### src/core/occ_pkg.sv
// Package for the clock source control registers
package occ_pkg;

  // APB register byte addresses
  localparam logic [11:0] OCC_ADDR_OSC  = 12'h000;
  localparam logic [11:0] OCC_ADDR_PLL  = 12'h004;
  localparam logic [11:0] OCC_ADDR_DIV  = 12'h008;
  localparam logic [11:0] OCC_ADDR_STAT = 12'h00c;
  localparam logic [11:0] OCC_ADDR_MASK = 12'h010;
  localparam logic [11:0] OCC_ADDR_MODE = 12'h014;

  // Reset values
  localparam logic [7:0] OCC_OSC_RESET = 8'h08;
  localparam logic [7:0] OCC_PLL_RESET = 8'h20;
  localparam logic [7:0] OCC_DIV_RESET = 8'h00;

  // Oscillator control field positions
  localparam int OCC_OSC_RUN_BIT     = 0;
  localparam int OCC_OSC_RESTART_BIT = 1;
  localparam int OCC_OSC_SRC_BIT     = 2;
  localparam int OCC_OSC_XPD_BIT     = 3;
  localparam int OCC_OSC_IPD_BIT     = 4;

  // Phase loop control field positions
  localparam int OCC_PLL_LOCK_BIT    = 0;
  localparam int OCC_PLL_RESTART_BIT = 1;
  localparam int OCC_PLL_DISC_BIT    = 2;
  localparam int OCC_PLL_BYP_BIT     = 3;
  localparam int OCC_PLL_FEEDBACK_DIVIDER_LSB    = 4;

  // Divider control field positions
  localparam int OCC_DIV_SLOW_LSB  = 0;
  localparam int OCC_DIV_VCO_BIT   = 7;

  // Feedback divider base and top legal code
  localparam logic [4:0] OCC_FEEDBACK_DIVIDER_BASE   = 5'h0e;
  localparam logic [3:0] OCC_FEEDBACK_DIVIDER_MAXCOD = 4'h7;
  // Highest legal slowdown code
  localparam logic [3:0] OCC_SLOW_MAXCOD = 4'hb;

  // Status event bit positions
  localparam int OCC_EV_RUN_UP    = 0;
  localparam int OCC_EV_RUN_DOWN  = 1;
  localparam int OCC_EV_LOCK_UP   = 2;
  localparam int OCC_EV_LOCK_LOSS = 3;
  localparam int OCC_EV_WIDTH     = 4;

  typedef enum logic [1:0]
  {
    OCC_MODE_PLL   = 2'b00,
    OCC_MODE_PRESC = 2'b01,
    OCC_MODE_BASE  = 2'b10
  } occ_mode_e;

  // Controls driven to the analog side
  typedef struct packed
  {
    logic       runDetectRestart;
    logic       oscSourceSelect;
    logic       crystalPowerDown;
    logic       internalOscPowerDown;
    logic       lockDetectRestart;
    logic       oscDisconnect;
    logic       vcoBypassSelect;
    logic [4:0] feedbackFactor;
    logic       vcoRangeSelect;
    occ_mode_e  clockMode;
  } occ_ctrl_s;

endpackage

### src/core/occ_regs.sv
// Clock source control and status registers with APB slave
//
// Implementation choices: the APB interface to the registers and the register offsets.
`timescale 1ns/1ns
`default_nettype none

//////////////////////////////////////////////////////////////////////////////
// What this block does
// - Oscillator control bit 0 reads run detection result, read only.
// - Writing 1 restarts run detection; bit self clears, writing 0 does nothing.
// - Source select bit 2: 0 on-chip oscillator, 1 external oscillator.
// - Bit 3 powers the crystal down when 1.
// - Bit 4 powers the on-chip oscillator down when 1.
// - Reserved bits of all three registers read 0; software writes 0.
// - Oscillator control resets to 08h; run flag appears one cycle after release.
// - Phase loop control resets to 20h; lock flag appears one cycle after release.
// - Phase loop control bit 0 reads lock state, read only.
// - Writing 1 to bit 1 clears lock flag, restarts detection; reads 0.
// - Bit 2 disconnects oscillator from the loop when 1.
// - Bit 3 bypasses the VCO when 1; normal operation when 0.
// - Bits 7:4 give feedback factor 14 plus code, codes 0 to 7.
// - Mode is loop, prescaler when bypassed, base whenever disconnected.
// - Range select 0 gives 150-200 MHz, 1 gives 100-150 MHz.
module occ_regs
  import occ_pkg::*;
(
  input  wire logic                  clk,
  input  wire logic                  nrst,
  input  wire logic                  psel,
  input  wire logic                  penable,
  input  wire logic                  pwrite,
  input  wire logic [11:0]           paddr,
  input  wire logic [31:0]           pwdata,
  output logic      [31:0]           prdata,
  output logic                       pready,
  output logic                       pslverr,
  input  wire logic                  oscRunning,
  input  wire logic                  pllLocked,
  output occ_pkg::occ_ctrl_s         ctrl,
  output logic                       slowClkEn,
  output logic                       irq
);
  import occ_pkg::*;

  //////////////////////////////////////////////////////////////////////////////
  // State
  typedef struct packed
  {
    logic [7:0]              osc;
    logic [7:0]              pll;
    logic [7:0]              div;
    logic [OCC_EV_WIDTH-1:0] stat;
    logic [OCC_EV_WIDTH-1:0] mask;
    logic                    runRst;
    logic                    lockRst;
    logic [10:0]             slowCnt;
    logic                    slowEn;
    logic [31:0]             rdata;
  } occ_state_s;

  occ_state_s s_q;
  occ_state_s s_d;

  logic       access;
  logic       wrEn;
  logic       mapped;
  logic [7:0] wb;
  logic [31:0] rmux;
  logic       setupRd;
  logic       oscWr;
  logic       pllWr;
  logic       divWr;
  logic       statWr;
  logic       maskWr;

  // Divide ratio minus one for a slowdown code
  function automatic logic [10:0] slowTop(input logic [3:0] code);
    logic [3:0] c;
    c = (code > OCC_SLOW_MAXCOD) ? OCC_SLOW_MAXCOD : code;
    slowTop = 11'((12'h001 << c) - 12'h001);
  endfunction

  // Rise in bit 0, fall in bit 1
  function automatic logic [1:0] flagEdges(input logic now, input logic was);
    flagEdges = {!now && was, now && !was};
  endfunction

  // Detector flag, held low for one cycle after a restart
  function automatic logic followFlag(input logic det, input logic restart);
    followFlag = det && !restart;
  endfunction

  // Address match for one register
  function automatic logic addrHit(input logic [11:0] addr, input logic [11:0] regAddr);
    addrHit = (addr == regAddr);
  endfunction

  // Clock mode from disconnect and bypass
  function automatic occ_mode_e modeOf(input logic disc, input logic byp);
    if (disc)
    begin
      modeOf = OCC_MODE_BASE;
    end
    else if (byp)
    begin
      modeOf = OCC_MODE_PRESC;
    end
    else
    begin
      modeOf = OCC_MODE_PLL;
    end
  endfunction

  //////////////////////////////////////////////////////////////////////////////
  // Bus decode
  assign access  = psel && penable;
  assign setupRd = psel && !penable && !pwrite;
  assign wrEn    = access && pwrite;
  assign wb      = pwdata[7:0];

  // Per register write strobes
  assign oscWr  = wrEn && addrHit(paddr, OCC_ADDR_OSC);
  assign pllWr  = wrEn && addrHit(paddr, OCC_ADDR_PLL);
  assign divWr  = wrEn && addrHit(paddr, OCC_ADDR_DIV);
  assign statWr = wrEn && addrHit(paddr, OCC_ADDR_STAT);
  assign maskWr = wrEn && addrHit(paddr, OCC_ADDR_MASK);

  //////////////////////////////////////////////////////////////////////////////
  // Read mux
  always_comb
  begin
    mapped = 1'b1;
    rmux   = 32'h0000_0000;
    unique case (paddr)
      OCC_ADDR_OSC:
      begin
        rmux = {24'h000000, s_q.osc};
      end
      OCC_ADDR_PLL:
      begin
        rmux = {24'h000000, s_q.pll};
      end
      OCC_ADDR_DIV:
      begin
        rmux = {24'h000000, s_q.div};
      end
      OCC_ADDR_STAT:
      begin
        rmux = {28'h0000000, s_q.stat};
      end
      OCC_ADDR_MASK:
      begin
        rmux = {28'h0000000, s_q.mask};
      end
      OCC_ADDR_MODE:
      begin
        rmux = {30'h0000000, modeOf(s_q.pll[OCC_PLL_DISC_BIT], s_q.pll[OCC_PLL_BYP_BIT])};
      end
      default:
      begin
        mapped = 1'b0;
      end
    endcase
  end

  //////////////////////////////////////////////////////////////////////////////
  // Next state
  always_comb
  begin
    logic [OCC_EV_WIDTH-1:0] ev;
    ev = '0;
    s_d = s_q;
    s_d.runRst  = 1'b0;
    s_d.lockRst = 1'b0;
    // Status bits follow detectors only, held low while the restart strobe is set
    s_d.osc[OCC_OSC_RUN_BIT]  = followFlag(oscRunning, s_q.runRst);
    s_d.pll[OCC_PLL_LOCK_BIT] = followFlag(pllLocked, s_q.lockRst);

    // Detector edges
    {ev[OCC_EV_RUN_DOWN], ev[OCC_EV_RUN_UP]} =
      flagEdges(s_d.osc[OCC_OSC_RUN_BIT], s_q.osc[OCC_OSC_RUN_BIT]);
    {ev[OCC_EV_LOCK_LOSS], ev[OCC_EV_LOCK_UP]} =
      flagEdges(s_d.pll[OCC_PLL_LOCK_BIT], s_q.pll[OCC_PLL_LOCK_BIT]);

    // Oscillator control write
    if (oscWr)
    begin
      s_d.runRst = wb[OCC_OSC_RESTART_BIT];
      s_d.osc[OCC_OSC_SRC_BIT] = wb[OCC_OSC_SRC_BIT];
      s_d.osc[OCC_OSC_XPD_BIT] = wb[OCC_OSC_XPD_BIT];
      s_d.osc[OCC_OSC_IPD_BIT] = wb[OCC_OSC_IPD_BIT];
    end

    // Phase loop control write
    if (pllWr)
    begin
      s_d.lockRst = wb[OCC_PLL_RESTART_BIT];
      s_d.pll[OCC_PLL_DISC_BIT] = wb[OCC_PLL_DISC_BIT];
      s_d.pll[OCC_PLL_BYP_BIT]  = wb[OCC_PLL_BYP_BIT];
      s_d.pll[7:OCC_PLL_FEEDBACK_DIVIDER_LSB] = wb[7:OCC_PLL_FEEDBACK_DIVIDER_LSB];
    end

    // Divider control write
    if (divWr)
    begin
      s_d.div[OCC_DIV_VCO_BIT] = wb[OCC_DIV_VCO_BIT];
      s_d.div[3:OCC_DIV_SLOW_LSB] = wb[3:OCC_DIV_SLOW_LSB];
    end

    // Status write, one clears
    if (statWr)
    begin
      s_d.stat = s_q.stat & ~wb[OCC_EV_WIDTH-1:0];
    end

    // Mask write
    if (maskWr)
    begin
      s_d.mask = wb[OCC_EV_WIDTH-1:0];
    end

    // Set wins over clear
    s_d.stat = s_d.stat | ev;
    // Restart strobes and reserved bits always zero
    s_d.osc[OCC_OSC_RESTART_BIT] = 1'b0;
    s_d.pll[OCC_PLL_RESTART_BIT] = 1'b0;
    s_d.osc[7:5] = 3'h0;
    s_d.div[6:4] = 3'h0;
    // Slowdown enable divider
    if (s_q.slowCnt >= slowTop(s_q.div[3:0]))
    begin
      s_d.slowCnt = 11'h000;
      s_d.slowEn  = 1'b1;
    end
    else
    begin
      s_d.slowCnt = 11'(s_q.slowCnt + 11'h001);
      s_d.slowEn  = 1'b0;
    end

    // Read data taken in setup, stands through access
    if (setupRd)
    begin
      s_d.rdata = rmux;
    end
  end

  always_ff @(posedge clk or negedge nrst)
  begin
    if (!nrst)
    begin
      s_q         <= '0;
      s_q.osc     <= OCC_OSC_RESET;
      s_q.pll     <= OCC_PLL_RESET;
      s_q.div     <= OCC_DIV_RESET;
    end
    else
    begin
      s_q <= s_d;
    end
  end

  //////////////////////////////////////////////////////////////////////////////
  // Outputs
  assign pready  = 1'b1;
  assign pslverr = access && !mapped;
  assign prdata  = s_q.rdata;
  assign irq       = |(s_q.stat & s_q.mask);
  assign slowClkEn = s_q.slowEn;

  always_comb
  begin
    ctrl.runDetectRestart     = s_q.runRst;
    ctrl.oscSourceSelect      = s_q.osc[OCC_OSC_SRC_BIT];
    ctrl.crystalPowerDown     = s_q.osc[OCC_OSC_XPD_BIT];
    ctrl.internalOscPowerDown = s_q.osc[OCC_OSC_IPD_BIT];
    ctrl.lockDetectRestart    = s_q.lockRst;
    ctrl.oscDisconnect        = s_q.pll[OCC_PLL_DISC_BIT];
    ctrl.vcoBypassSelect      = s_q.pll[OCC_PLL_BYP_BIT];
    ctrl.feedbackFactor       = 5'(OCC_FEEDBACK_DIVIDER_BASE + {1'b0, s_q.pll[7:OCC_PLL_FEEDBACK_DIVIDER_LSB]});
    ctrl.vcoRangeSelect       = s_q.div[OCC_DIV_VCO_BIT];

    // Mode follows disconnect and bypass
    ctrl.clockMode = modeOf(s_q.pll[OCC_PLL_DISC_BIT], s_q.pll[OCC_PLL_BYP_BIT]);
  end

endmodule

`default_nettype wire

### config.mk
export PLATFORM = sky130hd
export DESIGN_NAME = occ_regs
export DESIGN_NICKNAME = d
export VERILOG_FILES = /design/src/core/occ_pkg.sv /design/src/core/occ_regs.sv
export SDC_FILE = /design/constraint.sdc
export NUM_CORES = 1
export LEC_CHECK = 0
export BUFFER_PORTS_ARGS = -buffer_cell sky130_fd_sc_hd__buf_4
export CAP_MARGIN = 10
export CORE_MARGIN = 5
export CORE_UTILIZATION = 55
export DETAILED_ROUTE_END_ITERATION = 8
export HOLD_SLACK_MARGIN = 0.12
export PLACE_DENSITY = 0.9
export SLEW_MARGIN = 20
export SYNTH_ARGS = -nofsm -noshare
export SYNTH_HDL_FRONTEND = slang
export SYNTH_SLANG_ARGS = --single-unit
### constraint.sdc
create_clock -name clk -period 8.9 [get_ports clk]
set_clock_uncertainty 0.1 [all_clocks]
set_input_delay 1.335 -clock clk [delete_from_list [all_inputs] [get_ports clk]]
set_output_delay 1.335 -clock clk [all_outputs]
set_load 0.1 [all_outputs]
==> impl_metrics.env, run 1 <==
export IMPL_start_kind="input pin"
export IMPL_run_status="finished clean"
export IMPL_setup_viol=0
export IMPL_hold_buffers=0
export IMPL_area_growth_pct=9.375
export IMPL_path_clk_slew_ps=80
export IMPL_synth_seq_cells=46
export IMPL_clk_path_buf_depth=2
export IMPL_cts_made_buffers=5
export IMPL_die_w_um=83.89
export IMPL_drc=0
export IMPL_place_gp_congestion=0.9185
export IMPL_drtPass1Iterations=4
export IMPL_period_minus_slack_ps=3969
export IMPL_synth_edf_count=0
export IMPL_min_from="prdata[5]"
export IMPL_use_met3_pct=4.442
export IMPL_pwr_share_clk_pct=29.9
export IMPL_cp_max_fo=3
export IMPL_gr_usage_met2_pct=31.53
export IMPL_ys_warn_count=0
export IMPL_setup_tns_ps=0
export IMPL_grt_pass1_vias=2235
export IMPL_ys_seq_area_share_pct=38.42
export IMPL_startpoint="paddr[11]"
export IMPL_busiest_layer="met2"
export IMPL_cts_root_buf="clkbuf_8"
export IMPL_fmaxAchievable_ghz=0.2520
export IMPL_p_switching_uw=132.1
export IMPL_crit_path_cell_trace="buf_4, or3_4, nor3_1, a31oi_1, buf_4"
export IMPL_stdcell_area_um2=3284
export IMPL_slew_viol_final=0
export IMPL_synth_async_sr_flop_share_pct=100.0
export IMPL_hpwl_um=4890
export IMPL_cts_num_sinks=46
export IMPL_synth_area_um2=3003
export IMPL_rows=27
export IMPL_ir_drop_v=0.00005867
export IMPL_timing_rr_start="s_q[55]"
export IMPL_p_seq_share_pct=51.4
export IMPL_via_per_inst=5.537
export IMPL_required_ps=7470
export IMPL_netSwitchingFraction_pct=32.36
export IMPL_grt_overflow=0
export IMPL_rsz0062_at_grt="no"
export IMPL_place_area_um2=3202
export IMPL_ctsResizeCount=0
export IMPL_p_leak_uw=0.001608
export IMPL_final_cell_mix="buf_4 (53), dfrtp_1 (44), conb_1 (25)"
export IMPL_die_area_um2=7038
export IMPL_avgSynthCellArea_um2=9.813
export IMPL_cpMostUsedCell="buf_4"
export IMPL_worstPathArrival_ps=2530
export IMPL_nets=398
export IMPL_mostFrequentLayoutCell="buf_4"
export IMPL_endpoint_kind="primary output"
export IMPL_cp_slowest_cell="or3_4"
export IMPL_regToRegSetupSlack_ps=5550
export IMPL_drive_above_1_share_pct=26.65
export IMPL_slew_limit_headroom_pct=41.01
export IMPL_vias=2248
export IMPL_tightest_slew_ps=883.0
export IMPL_wl_um=6224
export IMPL_grtUsageTotal_pct=17.91
export IMPL_initial_utilization_pct=55.56
export IMPL_internal_power_uw=276.0
export IMPL_cts_tree="done"
export IMPL_power_density_nw_per_um2=124.3
export IMPL_ant_nets=0
export IMPL_wl_per_cell_um=15.33
export IMPL_core_area_um2=5405
export IMPL_dieHeight_um=83.89
export IMPL_n_antenna_cell=0
export IMPL_drtIter0Drc=124
export IMPL_antenna_found_initial=0
export IMPL_cpPeakStageDelay_ps=390
export IMPL_htree_levels=2
export IMPL_use_met1_pct=21.49
export IMPL_period_share_pct=44.59
export IMPL_postCtsSetupBuffers=0
export IMPL_grt_first_pass_wirelength_um=10430
export IMPL_hold_violations=0
export IMPL_clk_latency_ps=300
export IMPL_grt_max_degree=47
export IMPL_syn_inst=306
export IMPL_crit_type="input pin to primary output"
export IMPL_hold_path_class="flop to flop"
export IMPL_power_frac_comb_pct=18.6
export IMPL_port_buffers=52
export IMPL_total_power_uw=408.1
export IMPL_drv_cap=0
export IMPL_synth_ff_type="dfrtp_1"
export IMPL_synth_cell_type_count=49
export IMPL_ios=102
## cell families after synthesis
logic type | Yosys count | share of synthesized area, %
AND/OR/NAND/NOR | 83 | 15.62
adder cells (fa/ha/maj) | 14 | 5.833
AO/OA/AOI/OAI | 56 | 12.63
flip-flops | 46 | 38.42
multiplexers | 23 | 9.666
other | 2 | 0.2501
buffers and inverters | 71 | 14.37
XOR/XNOR | 11 | 3.209
## state kept, by name (all words and copies together), names as in the netlist
signal / cells
s_q: 29
slowClkEn: 1
ctrl: 8
prdata: 8
## critical path, delay by kind of cell
kind / cells / cell delay [ps]
AND/OR/NAND/NOR: 2 / 680
buffers and inverters: 2 / 380
AO/OA/AOI/OAI: 1 / 130
## worst paths after layout
| path | to | depth (start not counted) |
|---|---|---|
| max | pslverr | 5 |
| min | prdata[5] | 2 |
| max reg2reg | s_q[38] | 11 |
| min reg2reg | prdata[5] | 2 |
| max in group asynchronous | s_q[67] | 1 |
| min in group asynchronous | prdata[1] | 1 |
## per-stage QoR
| stage | worst slack [ps] | instances | hold slack (ps) | utilization (%) |
|---|---|---|---|---|
| 6_report | 4931 | 406 | 393.1 | 60.76 |
| 5_1_grt | 4882 | 406 | 414.5 | 60.76 |
| 4_1_cts | 4946 | 406 | 395.7 | 60.76 |
| 3_5_place_dp | 4944 | 398 | 376.8 | 59.24 |
| 3_3_place_gp | 4960 | 398 | 363.2 | 59.24 |
| 2_1_floorplan | 4297 | 329 | 349.8 | - |
## cells in the mapped netlist, types with 2 or more instances
| cell type | n | share of area [%] |
|---|---|---|
| xnor2_1 | 8 | 2.3 |
| mux4_2 | 3 | 2.2 |
| a211oi_1 | 11 | 2.8 |
| nor3_1 | 9 | 1.5 |
| buf_4 | 43 | 11 |
| mux2_2 | 14 | 5.2 |
| o31ai_1 | 8 | 2.0 |
| a22oi_1 | 4 | 1.0 |
| nand3_1 | 8 | 1.3 |
| clkbuf_1 | 10 | 1.3 |
| nor3b_1 | 2 | 0.50 |
| nor2b_1 | 3 | 0.63 |
| xor2_1 | 3 | 0.88 |
| conb_1 | 2 | 0.25 |
| nand4_1 | 7 | 1.5 |
| nor4_1 | 2 | 0.42 |
| buf_2 | 3 | 0.50 |
| nor2_1 | 8 | 1.0 |
| or3_1 | 2 | 0.42 |
| nand2_1 | 24 | 3.0 |
| and3_1 | 2 | 0.42 |
| a31oi_1 | 2 | 0.42 |
| a21oi_1 | 2 | 0.33 |
| o21ai_0 | 16 | 2.7 |
| dfrtp_1 | 44 | 37 |
| ha_1 | 14 | 5.8 |
| mux2i_1 | 5 | 1.7 |
| a21o_1 | 6 | 1.5 |
| nand2b_1 | 5 | 1.0 |
| inv_1 | 15 | 1.9 |
| dfstp_2 | 2 | 1.7 |
| a32oi_1 | 2 | 0.58 |
## layout make-up
| class | count | area (µm²) |
|---|---|---|
| Clock inverter | 2 | 10.01 |
| Inverter | 15 | 56.30 |
| Fill cell | 446 | 2121 |
| Tap cell | 72 | 90.09 |
| Clock buffer | 6 | 72.57 |
| Timing Repair Buffer | 53 | 397.9 |
| Multi-Input combinational cell | 212 | 1504 |
| Sequential cell | 46 | 1154 |
## per-layer routing
| layer | share of wire (%) | routed length, µm |
|---|---|---|
| met1 | 41 | 2542 |
| met2 | 51 | 3151 |
| met3 | 6.9 | 427 |
| met4 | 1.7 | 103 |
| met5 | 0 | 0 |
## power groups by stage
stage	clock network, µW	registers (µW)	logic, µW
2_1_floorplan	0	214	66.8
3_3_place_gp	0	214	75.1
5_1_grt	135	210	79.4
4_1_cts	125	210	75.9
6_report	122	210	76.0
3_5_place_dp	0	214	75.8
Note: power is estimated with default switching activity, not from simulation.
==> run 2, diff against run 1 <==
CORE_UTILIZATION = 46   (was 55)
PLACE_DENSITY = 0.81   (was 0.9)
clock period = 3.44 ns   (was 8.9 ns; I/O delays follow)
==> run 2 against run 1 <==
  * Worst setup slack got worse by 4500 ps
  * Via count rose by 0.13%
  * Total power grew to 2.8 times the previous value
  * Register-to-register slack worse by 5100 ps
  * Wire length up 3.1%
  * Clock-buffer cell count shrank 1
  * Clock power rose to 3.4 times the previous value
  * Global-route usage fell by 2.1 points
  * Core utilization decreased by 7.8 points
  * Worst hold slack got worse by 49 ps
  * Critical path depth rose by 7
  * Largest power group unchanged
  * Largest cell class unchanged
  * Sequential power rose to 2.6 times the previous value
==> impl_metrics.env, run 2 (same netlist as run 1, synthesis figures left out) <==
export IMPL_tightest_slew_ps=588.4
export IMPL_hold_violations=0
export IMPL_place_area_um2=3238
export IMPL_rr_worst_depth=12
export IMPL_drive_above_1_share_pct=28.02
export IMPL_crit_path_cell_trace="nor3_1, nand2b_1, ha_1, nor3_1, a21o_1, a32oi_1, ha_1, and2_1, a221oi_1, o21ai_0, buf_4, a211oi_1"
export IMPL_grt_max_degree=47
export IMPL_wl_per_cell_um=15.43
export IMPL_n_antenna_cell=0
export IMPL_timing_critical_path_buf_inv=1
export IMPL_dieHeight_um=90.80
export IMPL_period_minus_slack_ps=2991
export IMPL_ios=102
export IMPL_grtUsageTotal_pct=15.81
export IMPL_path_clk_slew_ps=100
export IMPL_final_cell_mix="buf_4 (57), dfrtp_1 (44), conb_1 (25)"
export IMPL_power_density_nw_per_um2=344.1
export IMPL_fin_util_pct=52.99
export IMPL_cts_num_sinks=46
export IMPL_postCtsSetupBuffers=0
export IMPL_port_buffers=52
export IMPL_largest_reg_flops=29
export IMPL_place_gp_congestion=0.8823
export IMPL_numPlacedInstances=407
export IMPL_instances_no_fill=416
export IMPL_grt_pass1_vias=2150
export IMPL_regToRegSetupSlack_ps=450
export IMPL_timing_rr_start="s_q[57]"
export IMPL_area_growth_pct=12.04
export IMPL_cpLargestDelayFamily="compound AO/OA/AOI/OAI gates"
export IMPL_cts_made_buffers=5
export IMPL_min_from="pwdata[4]"
export IMPL_core_area_um2=6350
export IMPL_drtIter0Drc=103
export IMPL_setup_viol=0
export IMPL_vias=2251
export IMPL_start_kind="flop"
export IMPL_hold_path_class="input pin to flop"
export IMPL_regMostFlops="s_q"
export IMPL_mostFrequentLayoutCell="buf_4"
export IMPL_fmaxAchievable_ghz=0.3344
export IMPL_setup_tns_ps=0
export IMPL_drc=0
export IMPL_required_ps=3550
export IMPL_die_w_um=90.80
export IMPL_antenna_found_initial=0
export IMPL_hold_end="ctrl[11]"
export IMPL_endpoint_kind="flop"
export IMPL_run_status="finished clean"
export IMPL_clk_path_buf_depth=2
export IMPL_slew_viol_final=0
export IMPL_drv_cap=0
export IMPL_hpwl_um=4920
export IMPL_initial_utilization_pct=47.29
export IMPL_rows=29
export IMPL_p_leak_uw=0.001649
export IMPL_cp_max_fo=12
export IMPL_via_per_inst=5.411
export IMPL_hold_depth=2
export IMPL_total_power_uw=1158
export IMPL_cpPeakStageDelay_ps=390
export IMPL_rsz0062_at_grt="no"
export IMPL_htree_levels=2
export IMPL_grt_overflow=0
export IMPL_clk_latency_ps=310
export IMPL_cts_tree="done"
export IMPL_ant_nets=0
export IMPL_cts_root_buf="clkbuf_8"
export IMPL_stdcell_area_um2=3364
export IMPL_die_area_um2=8244
export IMPL_cp_slowest_cell="dfrtp_1"
export IMPL_drtPass1Iterations=4
export IMPL_r2r_end="s_q[33]"
export IMPL_slew_limit_headroom_pct=60.77
export IMPL_grt_first_pass_wirelength_um=10810
export IMPL_period_share_pct=86.94
export IMPL_crit_type="flop to flop"
export IMPL_ir_drop_v=0.0002322
export IMPL_worstPathArrival_ps=3100
export IMPL_nets=403
export IMPL_wl_um=6417
## run 2: cell count changes in the layout (fill, tap and decap cells not counted), sizes merged
cell,delta
clkbuf,-1
inv,+1
clkinv,-1
buf,+4
bufinv,+1
dlygate4sd3,+1
## run 2: area by class of cell
cell class | count | area, µm²
repair buffers | 58 | 437.9
inverters | 15 | 56.30
fillers | 571 | 2985
multi-input cells | 212 | 1508
clock inverters | 3 | 43.79
flip-flops and latches | 46 | 1154
clock buffers | 5 | 68.82
well taps | 77 | 96.34
## run 2: layer usage
metal	share of wire, %	GRT usage (%)	wire length, µm
met1	43	19.87	2762
met2	49	26.88	3134
met3	6.5	3.833	420
met4	1.5	4.645	99
met5	0	0	0
## run 2: power breakdown
| group | internal, µW | switching (µW) |
|---|---|---|
| combinational | 32.1 | 165 |
| clock | 218 | 199 |
| sequential | 542 | 1.22 |
## run 2: repair_timing
| item | CTS | global route |
|---|---|---|
| setup endpoints to repair | 0 | 11 |
| hold endpoints to repair | 5 | 0 |
| gates resized for setup | 0 | 1 |
| hold buffers | 1 | 0 |
## run 2: worst max path at each step
stage               startpoint       to  slack, ps  cells after the start
floorplan              s_q[67]  ctrl[6]        120                      3
CTS                    s_q[57]  s_q[36]        230                     11
finish                 s_q[57]  s_q[33]        450                     12
global route           s_q[57]  s_q[36]        100                     12
global placement       s_q[55]  s_q[33]        370                     11
detailed placement     s_q[55]  s_q[36]        250                     11
## run 2: stage by stage
step	setup WS, ps	hold slack, ps
floorplan	115.0	120.4
global placement	368.4	363.3
detailed placement	255.0	372.0
CTS	229.5	338.1
global route	104.9	333.6
finish	449.2	344.2
